--- src/hdl/uart_port_pkg.sv ---
package uart_port_pkg;

  // ----------------------------------------------------------------
  // Register byte addresses
  // ----------------------------------------------------------------
  localparam logic [31:0] ADDR_DATA = 32'h5000_1000;
  localparam logic [31:0] ADDR_DIV_HIGH = 32'h5000_1004;
  localparam logic [31:0] ADDR_FIFO_CTRL = 32'h5000_1008;
  localparam logic [31:0] ADDR_LINE_CTRL = 32'h5000_100C;
  localparam logic [31:0] ADDR_LINE_STAT = 32'h5000_1014;
  localparam logic [31:0] ADDR_INT_STAT = 32'h5000_1020;
  localparam logic [31:0] ADDR_INT_MASK = 32'h5000_1024;

  // ----------------------------------------------------------------
  // Field positions
  // ----------------------------------------------------------------
  localparam int LCTL_DIV_ACCESS = 7;
  localparam int LCTL_IR_MODE = 6;
  localparam int FCTL_FIFO_EN = 0;
  localparam int FCTL_RX_CLEAR = 1;
  localparam int FCTL_TX_CLEAR = 2;
  localparam int LSTAT_DATA_READY = 0;
  localparam int LSTAT_OVERRUN = 1;
  localparam int LSTAT_THR_EMPTY = 5;
  localparam int LSTAT_TX_IDLE = 6;
  localparam int INT_RX_DATA = 0;
  localparam int INT_OVERRUN = 1;
  localparam int INT_TX_EMPTY = 2;

  // ----------------------------------------------------------------
  // Reset values
  // ----------------------------------------------------------------
  localparam logic [7:0] BYTE_RESET = 8'h00;
  localparam logic [2:0] INT_RESET = 3'h0;
  localparam logic [15:0] COUNT_RESET = 16'h0000;

  // ----------------------------------------------------------------
  // Timing
  // ----------------------------------------------------------------
  localparam logic [3:0] SAMPLE_LAST = 4'hF;
  localparam logic [3:0] SAMPLE_MID = 4'h7;
  localparam logic [3:0] IR_PULSE = 4'h3;
  localparam logic [2:0] BIT_LAST = 3'h7;

  typedef enum logic [1:0] {
    ST_IDLE,
    ST_START,
    ST_DATA,
    ST_STOP
  } line_state_e;

endpackage : uart_port_pkg

--- src/hdl/uart_data_port.sv ---
// Decided for this implementation: register access over Wishbone.
`timescale 1ns/1ps
// How it works
// - Data read returns received byte, pin per mode.
// - Received byte valid only while data ready.
// - No FIFO: new byte overwrites, flags overrun.
// - FIFO mode: read pops oldest receive entry.
// - Full receive FIFO: drop new, flag overrun.
// - Data write queues byte for serial output.
// - No FIFO: write clears empty, rewrite overwrites.
// - FIFO mode: accept depth writes, drop extras.
// - Divisor access: low byte is divisor low.
// - Divisor low reachable only with access bit.
// - Baud equals clock over sixteen times divisor.
module uart_data_port #(
  parameter int DEPTH = 16
) (
  // Clock, reset, enable
  input wire logic clk,
  input wire logic rst,
  input wire logic ce,
  // Wishbone slave
  input wire logic wb_cyc,
  input wire logic wb_stb,
  input wire logic wb_we,
  input wire logic [31:0] wb_adr,
  input wire logic [3:0] wb_sel,
  input wire logic [31:0] wb_dat_w,
  output logic [31:0] wb_dat_r,
  output logic wb_ack,
  // Serial and infrared lines
  input wire logic ser_in,
  output logic ser_out,
  input wire logic ir_in,
  output logic ir_out_n,
  // Interrupt
  output logic irq
);
  import uart_port_pkg::*;

  localparam int AW = $clog2(DEPTH);
  localparam logic [AW:0] CAP_FIFO = (AW + 1)'(DEPTH);
  localparam logic [AW:0] CAP_SINGLE = (AW + 1)'(1);

  // ----------------------------------------------------------------
  // Registers
  // ----------------------------------------------------------------
  logic ack_q, ack_d;
  logic [31:0] rdat_q, rdat_d;
  logic [7:0] div_low_q, div_low_d, div_high_q, div_high_d;
  logic [7:0] lctl_q, lctl_d;
  logic fifo_en_q, fifo_en_d;
  logic overrun_q, overrun_d;
  logic [2:0] istat_q, istat_d, imask_q, imask_d;
  logic [15:0] baud_cnt_q, baud_cnt_d;
  logic [2:0] sync_q;
  logic line_q, line_d;
  line_state_e rx_st_q, rx_st_d, tx_st_q, tx_st_d;
  logic [3:0] rx_smp_q, rx_smp_d, tx_smp_q, tx_smp_d;
  logic [2:0] rx_bit_q, rx_bit_d, tx_bit_q, tx_bit_d;
  logic [7:0] rx_sh_q, rx_sh_d, tx_sh_q, tx_sh_d;
  logic ser_out_q, ser_out_d, ir_out_n_q, ir_out_n_d;
  logic [7:0] rx_mem [DEPTH];
  logic [7:0] tx_mem [DEPTH];
  logic [AW-1:0] rx_wp_q, rx_wp_d, rx_rp_q, rx_rp_d;
  logic [AW-1:0] tx_wp_q, tx_wp_d, tx_rp_q, tx_rp_d;
  logic [AW:0] rx_cnt_q, rx_cnt_d, tx_cnt_q, tx_cnt_d;

  // Combinational helpers.
  logic req, div_access, ir_mode, tick, rx_done, tx_load, out_bit;
  logic data_rd, data_wr, rx_pop, rx_room, tx_room, fifo_clear;
  logic rx_we, tx_we;
  logic [AW-1:0] rx_waddr, tx_waddr;
  logic [AW:0] cap;
  logic [15:0] divisor;
  logic [7:0] lstat;

  assign req = wb_cyc & wb_stb & ~ack_q;
  assign div_access = lctl_q[LCTL_DIV_ACCESS];
  assign ir_mode = lctl_q[LCTL_IR_MODE];
  assign divisor = {div_high_q, div_low_q};
  assign cap = fifo_en_q ? CAP_FIFO : CAP_SINGLE;
  assign data_rd = req & ~wb_we & (wb_adr == ADDR_DATA) & ~div_access;
  assign data_wr = req & wb_we & wb_sel[0] & (wb_adr == ADDR_DATA) & ~div_access;
  assign rx_pop = data_rd & (rx_cnt_q != '0);
  assign fifo_clear = req & wb_we & wb_sel[0] & (wb_adr == ADDR_FIFO_CTRL) &
                      (wb_dat_w[FCTL_RX_CLEAR] | wb_dat_w[FCTL_TX_CLEAR] |
                       (wb_dat_w[FCTL_FIFO_EN] != fifo_en_q));
  assign lstat = {1'b0, tx_st_q == ST_IDLE && tx_cnt_q == '0, tx_cnt_q == '0,
                  3'b000, overrun_q, rx_cnt_q != '0};

  // ----------------------------------------------------------------
  // Baud tick: one pulse per sixteenth of a bit
  // ----------------------------------------------------------------
  always_comb begin
    tick = 1'b0;
    baud_cnt_d = baud_cnt_q;
    if (divisor == COUNT_RESET) begin
      baud_cnt_d = COUNT_RESET;
    end else if (baud_cnt_q >= divisor - 16'h0001) begin
      tick = 1'b1;
      baud_cnt_d = COUNT_RESET;
    end else begin
      baud_cnt_d = baud_cnt_q + 16'h0001;
    end
  end

  // ----------------------------------------------------------------
  // Bus slave and control registers
  // ----------------------------------------------------------------
  always_comb begin
    ack_d = req;
    rdat_d = rdat_q;
    div_low_d = div_low_q;
    div_high_d = div_high_q;
    lctl_d = lctl_q;
    fifo_en_d = fifo_en_q;
    overrun_d = overrun_q;
    imask_d = imask_q;
    istat_d = istat_q;
    if (req && !wb_we) begin
      rdat_d = 32'h0000_0000;
      case (wb_adr)
        // received byte read
        // An empty store reads as zero, since its entries may never have been written.
        ADDR_DATA: rdat_d[7:0] = div_access ? div_low_q :
                                 (rx_cnt_q != '0) ? rx_mem[rx_rp_q] : BYTE_RESET;
        ADDR_DIV_HIGH: rdat_d[7:0] = div_high_q;
        ADDR_FIFO_CTRL: rdat_d[FCTL_FIFO_EN] = fifo_en_q;
        ADDR_LINE_CTRL: rdat_d[7:0] = lctl_q;
        ADDR_LINE_STAT: rdat_d[7:0] = lstat;
        ADDR_INT_STAT: rdat_d[2:0] = istat_q;
        ADDR_INT_MASK: rdat_d[2:0] = imask_q;
        default: rdat_d = 32'h0000_0000;
      endcase
      // Reading the status consumes the overrun indication.
      if (wb_adr == ADDR_LINE_STAT) begin
        overrun_d = 1'b0;
      end
    end
    if (req && wb_we && wb_sel[0]) begin
      case (wb_adr)
        ADDR_DATA: div_low_d = div_access ? wb_dat_w[7:0] : div_low_q;
        ADDR_DIV_HIGH: div_high_d = wb_dat_w[7:0];
        ADDR_FIFO_CTRL: fifo_en_d = wb_dat_w[FCTL_FIFO_EN];
        ADDR_LINE_CTRL: lctl_d = wb_dat_w[7:0];
        ADDR_INT_STAT: istat_d = istat_q & ~wb_dat_w[2:0];
        ADDR_INT_MASK: imask_d = wb_dat_w[2:0];
        default: ;
      endcase
    end
    // Events are applied after the clear so that a same-cycle event survives.
    if (rx_done && !rx_room) begin
      overrun_d = 1'b1;
      istat_d[INT_OVERRUN] = 1'b1;
    end
    if (rx_done) begin
      istat_d[INT_RX_DATA] = 1'b1;
    end
    if (tx_load && tx_cnt_q == CAP_SINGLE && !data_wr) begin
      istat_d[INT_TX_EMPTY] = 1'b1;
    end
  end

  // ----------------------------------------------------------------
  // Receive line: pin synchroniser and frame sampler
  // ----------------------------------------------------------------
  always_comb begin
    line_d = (sync_q[1] == sync_q[2]) ? sync_q[2] : line_q;
    rx_st_d = rx_st_q;
    rx_smp_d = rx_smp_q;
    rx_bit_d = rx_bit_q;
    rx_sh_d = rx_sh_q;
    rx_done = 1'b0;
    if (tick) begin
      rx_smp_d = rx_smp_q + 4'h1;
      case (rx_st_q)
        ST_IDLE: begin
          rx_smp_d = 4'h0;
          if (!line_q) begin
            rx_st_d = ST_START;
          end
        end
        ST_START: begin
          if (rx_smp_q == SAMPLE_MID) begin
            rx_smp_d = 4'h0;
            rx_bit_d = 3'h0;
            // A start bit that is gone by mid-bit was a glitch.
            rx_st_d = line_q ? ST_IDLE : ST_DATA;
          end
        end
        ST_DATA: begin
          if (rx_smp_q == SAMPLE_LAST) begin
            rx_sh_d = {line_q, rx_sh_q[7:1]};
            rx_bit_d = rx_bit_q + 3'h1;
            if (rx_bit_q == BIT_LAST) begin
              rx_st_d = ST_STOP;
            end
          end
        end
        ST_STOP: begin
          if (rx_smp_q == SAMPLE_LAST) begin
            // A frame with a low stop bit is dropped.
            rx_done = line_q;
            rx_st_d = ST_IDLE;
          end
        end
        default: rx_st_d = ST_IDLE;
      endcase
    end
  end

  // ----------------------------------------------------------------
  // Receive store
  // ----------------------------------------------------------------
  always_comb begin
    rx_wp_d = rx_wp_q;
    rx_rp_d = rx_rp_q;
    rx_cnt_d = rx_cnt_q;
    rx_we = 1'b0;
    rx_waddr = rx_wp_q;
    rx_room = (rx_cnt_q < cap) || rx_pop;
    if (rx_pop) begin
      rx_rp_d = rx_rp_q + 1'b1;
      rx_cnt_d = rx_cnt_q - 1'b1;
    end
    if (rx_done && rx_room) begin
      rx_we = 1'b1;
      rx_wp_d = rx_wp_q + 1'b1;
      rx_cnt_d = rx_cnt_d + 1'b1;
    end else if (rx_done && !fifo_en_q) begin
      rx_we = 1'b1;
      rx_waddr = rx_rp_q;
    end
    // full FIFO drops new byte, handled by leaving rx_we low.
    if (fifo_clear) begin
      rx_wp_d = '0;
      rx_rp_d = '0;
      rx_cnt_d = '0;
      rx_we = 1'b0;
    end
  end

  // ----------------------------------------------------------------
  // Transmit store
  // ----------------------------------------------------------------
  always_comb begin
    tx_wp_d = tx_wp_q;
    tx_rp_d = tx_rp_q;
    tx_cnt_d = tx_cnt_q;
    tx_we = 1'b0;
    tx_waddr = tx_wp_q;
    tx_load = (tx_st_q == ST_IDLE) && (tx_cnt_q != '0);
    tx_room = (tx_cnt_q < cap) || tx_load;
    if (tx_load) begin
      tx_rp_d = tx_rp_q + 1'b1;
      tx_cnt_d = tx_cnt_q - 1'b1;
    end
    if (data_wr && tx_room) begin
      tx_we = 1'b1;
      tx_wp_d = tx_wp_q + 1'b1;
      tx_cnt_d = tx_cnt_d + 1'b1;
    end else if (data_wr && !fifo_en_q) begin
      tx_we = 1'b1;
      tx_waddr = tx_rp_q;
    end
    // full FIFO drops write, handled by leaving tx_we low.
    if (fifo_clear) begin
      tx_wp_d = '0;
      tx_rp_d = '0;
      tx_cnt_d = '0;
      tx_we = 1'b0;
    end
  end

  // ----------------------------------------------------------------
  // Transmit line
  // ----------------------------------------------------------------
  always_comb begin
    tx_st_d = tx_st_q;
    tx_smp_d = tx_smp_q;
    tx_bit_d = tx_bit_q;
    tx_sh_d = tx_sh_q;
    if (tx_st_q == ST_IDLE) begin
      tx_smp_d = 4'h0;
      if (tx_load) begin
        tx_sh_d = tx_mem[tx_rp_q];
        tx_bit_d = 3'h0;
        tx_st_d = ST_START;
      end
    end else if (tick) begin
      tx_smp_d = tx_smp_q + 4'h1;
      if (tx_smp_q == SAMPLE_LAST) begin
        case (tx_st_q)
          ST_START: tx_st_d = ST_DATA;
          ST_DATA: begin
            tx_sh_d = {1'b1, tx_sh_q[7:1]};
            tx_bit_d = tx_bit_q + 3'h1;
            if (tx_bit_q == BIT_LAST) begin
              tx_st_d = ST_STOP;
            end
          end
          ST_STOP: tx_st_d = ST_IDLE;
          default: tx_st_d = ST_IDLE;
        endcase
      end
    end
    case (tx_st_q)
      ST_START: out_bit = 1'b0;
      ST_DATA: out_bit = tx_sh_q[0];
      default: out_bit = 1'b1;
    endcase
    // Infrared sends a short low pulse for each zero bit.
    ser_out_d = ir_mode ? 1'b1 : out_bit;
    ir_out_n_d = ~(ir_mode && !out_bit && tx_smp_q < IR_PULSE);
  end

  // ----------------------------------------------------------------
  // State registers
  // ----------------------------------------------------------------
  always_ff @(posedge clk or posedge rst) begin
    if (rst) begin
      ack_q <= 1'b0;
      rdat_q <= 32'h0000_0000;
      div_low_q <= BYTE_RESET;
      div_high_q <= BYTE_RESET;
      lctl_q <= BYTE_RESET;
      fifo_en_q <= 1'b0;
      overrun_q <= 1'b0;
      istat_q <= INT_RESET;
      imask_q <= INT_RESET;
      baud_cnt_q <= COUNT_RESET;
      sync_q <= 3'b111;
      line_q <= 1'b1;
      rx_st_q <= ST_IDLE;
      rx_smp_q <= 4'h0;
      rx_bit_q <= 3'h0;
      rx_sh_q <= BYTE_RESET;
      tx_st_q <= ST_IDLE;
      tx_smp_q <= 4'h0;
      tx_bit_q <= 3'h0;
      tx_sh_q <= BYTE_RESET;
      ser_out_q <= 1'b1;
      ir_out_n_q <= 1'b1;
      rx_wp_q <= '0;
      rx_rp_q <= '0;
      rx_cnt_q <= '0;
      tx_wp_q <= '0;
      tx_rp_q <= '0;
      tx_cnt_q <= '0;
    end else if (ce) begin
      ack_q <= ack_d;
      rdat_q <= rdat_d;
      div_low_q <= div_low_d;
      div_high_q <= div_high_d;
      lctl_q <= lctl_d;
      fifo_en_q <= fifo_en_d;
      overrun_q <= overrun_d;
      istat_q <= istat_d;
      imask_q <= imask_d;
      baud_cnt_q <= baud_cnt_d;
      sync_q <= {sync_q[1:0], ir_mode ? ~ir_in : ser_in};
      line_q <= line_d;
      rx_st_q <= rx_st_d;
      rx_smp_q <= rx_smp_d;
      rx_bit_q <= rx_bit_d;
      rx_sh_q <= rx_sh_d;
      tx_st_q <= tx_st_d;
      tx_smp_q <= tx_smp_d;
      tx_bit_q <= tx_bit_d;
      tx_sh_q <= tx_sh_d;
      ser_out_q <= ser_out_d;
      ir_out_n_q <= ir_out_n_d;
      rx_wp_q <= rx_wp_d;
      rx_rp_q <= rx_rp_d;
      rx_cnt_q <= rx_cnt_d;
      tx_wp_q <= tx_wp_d;
      tx_rp_q <= tx_rp_d;
      tx_cnt_q <= tx_cnt_d;
    end
  end

  // Storage arrays carry no reset; contents are only read once written.
  always_ff @(posedge clk) begin
    if (ce && rx_we) begin
      rx_mem[rx_waddr] <= rx_sh_d;
    end
    if (ce && tx_we) begin
      tx_mem[tx_waddr] <= wb_dat_w[7:0];
    end
  end

  assign wb_ack = ack_q;
  assign wb_dat_r = rdat_q;
  assign ser_out = ser_out_q;
  assign ir_out_n = ir_out_n_q;
  assign irq = |(istat_q & imask_q);

endmodule : uart_data_port

--- config.mk ---
export PLATFORM = sky130hd
export DESIGN_NAME = uart_data_port
export DESIGN_NICKNAME = d
export VERILOG_FILES = /design/src/hdl/uart_port_pkg.sv /design/src/hdl/uart_data_port.sv
export SDC_FILE = /design/constraint.sdc
export NUM_CORES = 1
export LEC_CHECK = 0
export BUFFER_PORTS_ARGS = -buffer_cell sky130_fd_sc_hd__buf_2
export CORE_MARGIN = 4
export CORE_UTILIZATION = 40
export DETAILED_ROUTE_END_ITERATION = 8
export PLACE_DENSITY = 0.66
export SLEW_MARGIN = 20
export SYNTH_ARGS = -nofsm -noshare
export SYNTH_HDL_FRONTEND = slang
export SYNTH_SLANG_ARGS = --single-unit
--- constraint.sdc ---
create_clock -name clk -period 4.9 [get_ports clk]
set_input_delay 0 -clock clk [delete_from_list [all_inputs] [get_ports clk]]
set_output_delay 0 -clock clk [all_outputs]
set_load 0.03 [all_outputs]
==> run summary <==
status -> completed
largest net degree at the start of global routing -> 71
CP peak stage delay -> 0.58 ns
Rows -> 77
# setup viols final -> 0
Die Height -> 221 um
yosys warns -> 0
PD cells -> 389 nW/um2
Area Overhead vs Synth -> 13.5%
Final Hold Fails -> 0
post-synth top area cell -> edfxtp_1
commonest cells in the netlist -> 256 x edfxtp_1, 117 x dfrtp_1, 91 x nand2_1, 82 x nor2_1, 78 x mux4_2
Max Clock Skew -> 0.0302 ns
HPWL after DPL -> 27800 um
Tmin final -> 4.28 ns
CTS max path bufs -> 3
initial antenna violation count -> 0
CTS resizes -> 0
Syn Area/Cell -> 14.1 um2
NumNets Final -> 1492
fraction of layout instances using a drive strength above 1 -> 24.4%
Synth top area share -> 42.5%
Max-Cap Viols -> 0
multi-input logic area -> 6830 um2
Core Region -> 44400 um2
first-pass GRT wire length -> 64100 um
Unique masters post-synth -> 87
post-route clock period utilization -> 87.3%
type of the tightest min-delay check -> primary input to register
CTS sink cnt -> 379
Starting DRT DRC Count -> 1174
DRC -> 0
leakage power -> 7.92 nW
clock root cell -> clkbuf_16
RSZ-0062 raised after global routing -> no
Die X -> 221 um
crit path DAT -> 4.50 ns
Crit path max-delay family -> simple AND/OR/NAND/NOR gates
Num CTS Buffers -> 40
Finished Core Util -> 46.2%
clk_lat worst skew -> 0.55 ns
I/O Buffers -> 60
Max H-tree Level -> 2
Critical path buffers and inverters -> 1
FF+latch count, synth -> 379
Setup crit start kind -> register
Slew headroom -> 34.7%
ys async rst share -> 32.5%
Routed WL -> 41200 um
Wirelength per Cell -> 20.6 um
Power Total -> 7.97 mW
Max VDD drop -> 0.285 mV
RePlAce Congestion -> 0.860
Post-synth EDFFs -> 256
FF/Latch Area -> 10800 um2
flop-to-flop setup slack -> 0.62 ns
Worst-Margin Slew -> 0.975 ns
vias per cell -> 5.59
Mapped Cells -> 1281
Seq/Total Area, Yosys -> 59.6%
Critical-path top delay cell -> and4_1
grt ovf -> 0
Mapped Area -> 18100 um2
CTS tree -> built
fin area -> 20500 um2
Worst Path Required -> 5.13 ns
Starting Density -> 40.7%
CP endpoint kind -> register
Main synth FF type -> edfxtp_1
setup TNS -> 0 ns
top post-synthesis cells by area -> edfxtp_1 43%, dfrtp_1 16%, mux4_2 9.7%
I/O Pins -> 112
placed inst area -> 19000 um2
CP Cell Sequence -> nor4_1 -> nand3_1 -> or3_1 -> nor3_1 -> xnor2_1 -> ha_1 -> and4_1 -> nand4_1 -> o21ai_2 -> and4_1 -> nand4_1 -> a21oi_1 -> buf_4
DR vias -> 11168
count leader, synth -> edfxtp_1
Crit Path Category -> register to register
drt first pass iters -> 6
Fmax -> 234 MHz
Crit Path Max Fanout -> 15
Routed Antenna Nets -> 0
number of global-route vias before repair -> 11071
GRT Resource Usage Total -> 17.0%
# diodes -> 0
Clock transition at path regs -> 0.06 ns
Fillers -> 3848
full die area -> 48700 um2
Final Max Tran Viols -> 0
Post-CTS Setup Bufs -> 0
repair_timing:
item | 4_1_cts | 5_1_grt
hold buffers | 21 | 0
setup endpoints to repair | 0 | 0
hold endpoints to repair | 211 | 0
sequential cells by signal, summed over array words and instances, names as in the netlist, 8 cells and up, named ones only:
signal      flops
tx_sh_q         8
div_low_q       8
wb_dat_r        8
rx_mem        128
lctl_q          8
rx_sh_q         8
baud_cnt_q     16
div_high_q      8
tx_mem        128
path summary, 6_finish.rpt:
| kind | startpoint | endpoint | cells past startpoint |
|---|---|---|---|
| worst max-delay path | div_low_q[6]$_DFFE_PP0P_ | rx_mem[12][5]$_DFFE_PP_ | 13 |
| max in group asynchronous | rst | wb_ack$_DFFE_PP0P_ | 4 |
| worst max register to register | div_low_q[6]$_DFFE_PP0P_ | rx_mem[12][5]$_DFFE_PP_ | 13 |
| min in group asynchronous | rst | baud_cnt_q[3]$_DFFE_PP0P_ | 3 |
| worst min-delay path | wb_adr[5] | wb_dat_r[0]$_DFFE_PP0P_ | 4 |
| worst min register to register | wb_dat_r[5]$_DFFE_PP0P_ | wb_dat_r[5]$_DFFE_PP0P_ | 1 |
worst reg2reg max path, cell delays in order (launching register included):
cell and delay (ns):
dfrtp_1 0.42, nor4_1 0.48, nand3_1 0.25, or3_1 0.39
nor3_1 0.19, xnor2_1 0.09, ha_1 0.31, and4_1 0.22
nand4_1 0.14, o21ai_2 0.32, and4_1 0.58, nand4_1 0.15
a21oi_1 0.21, buf_4 0.22
per-layer routing:
metal	track usage [%]	wire length, um
met1	23.1	17100
met2	27.4	19800
met3	3.75	3110
met4	5.33	1230
met5	0	0
cells by family (layout without fill, tap and decap cells):
logic type | Yosys count | count (layout) | share of synthesized area, %
other cells | 1 | 24 | 0.0207
xor+xnor | 37 | 37 | 1.79
simple gates | 372 | 372 | 11.4
mux | 162 | 162 | 14.8
flops | 379 | 379 | 59.6
buf+inv | 116 | 219 | 3.13
compound gates | 176 | 176 | 6.63
fa+ha+maj | 38 | 38 | 2.63
area by class of cell:
type	count	area share (%)
clock buffers	48	5.12
well taps	592	3.61
clock inverters	23	1.14
flip-flops and latches	379	52.5
inverters	33	0.616
repair buffers	115	3.73
multi-input cells	809	33.3
metrics by stage:
| stage | worst slack, ns | hold WS (ns) | cells |
|---|---|---|---|
| 2_1_floorplan | 0.634 | 0.0989 | 1304 |
| 3_5_place_dp | 0.625 | 0.262 | 1907 |
| 3_3_place_gp | 0.695 | 0.258 | 1907 |
| 4_1_cts | 0.624 | 0.00334 | 1999 |
| 6_report | 0.624 | 0.0387 | 1999 |
| 5_1_grt | 0.228 | 0.0327 | 1999 |
cell usage in the layout, fill, tap and decap left out, types with 6 or more instances in the layout:
master and count:
clkbuf_1 6, xnor2_1 22, xor2_1 15, dlygate4sd3_1 21
mux2_2 66, o21ai_0 43, a211oi_1 6, dfrtp_1 115
or3_1 8, a22o_1 9, nor2_1 82, a21oi_1 36
nor2b_1 16, nor3_1 19, ha_1 38, mux2i_1 17
edfxtp_1 256, buf_4 34, clkinv_2 8, o31ai_1 8
buf_2 60, clkbuf_16 40, and3_1 13, and4_1 6
and2_1 7, mux4_2 78, a21o_1 9, a222oi_1 10
clkinv_1 6, nand2_1 91, conb_1 24, nand4_1 21
nand3_1 55, dfstp_2 6, a31oi_1 15, inv_1 31
where the power goes:
part / switching [mW] / internal [mW] / total (mW) / leakage [nW]
sequential: 0.187 / 3.52 / 3.71 / 4.21
clock: 1.23 / 1.75 / 2.98 / 0.630
combinational: 0.651 / 0.642 / 1.29 / 3.07
total: 2.07 / 5.91 / 7.97 / 7.92
No activity file was read; power rests on OpenSTA's default activity.
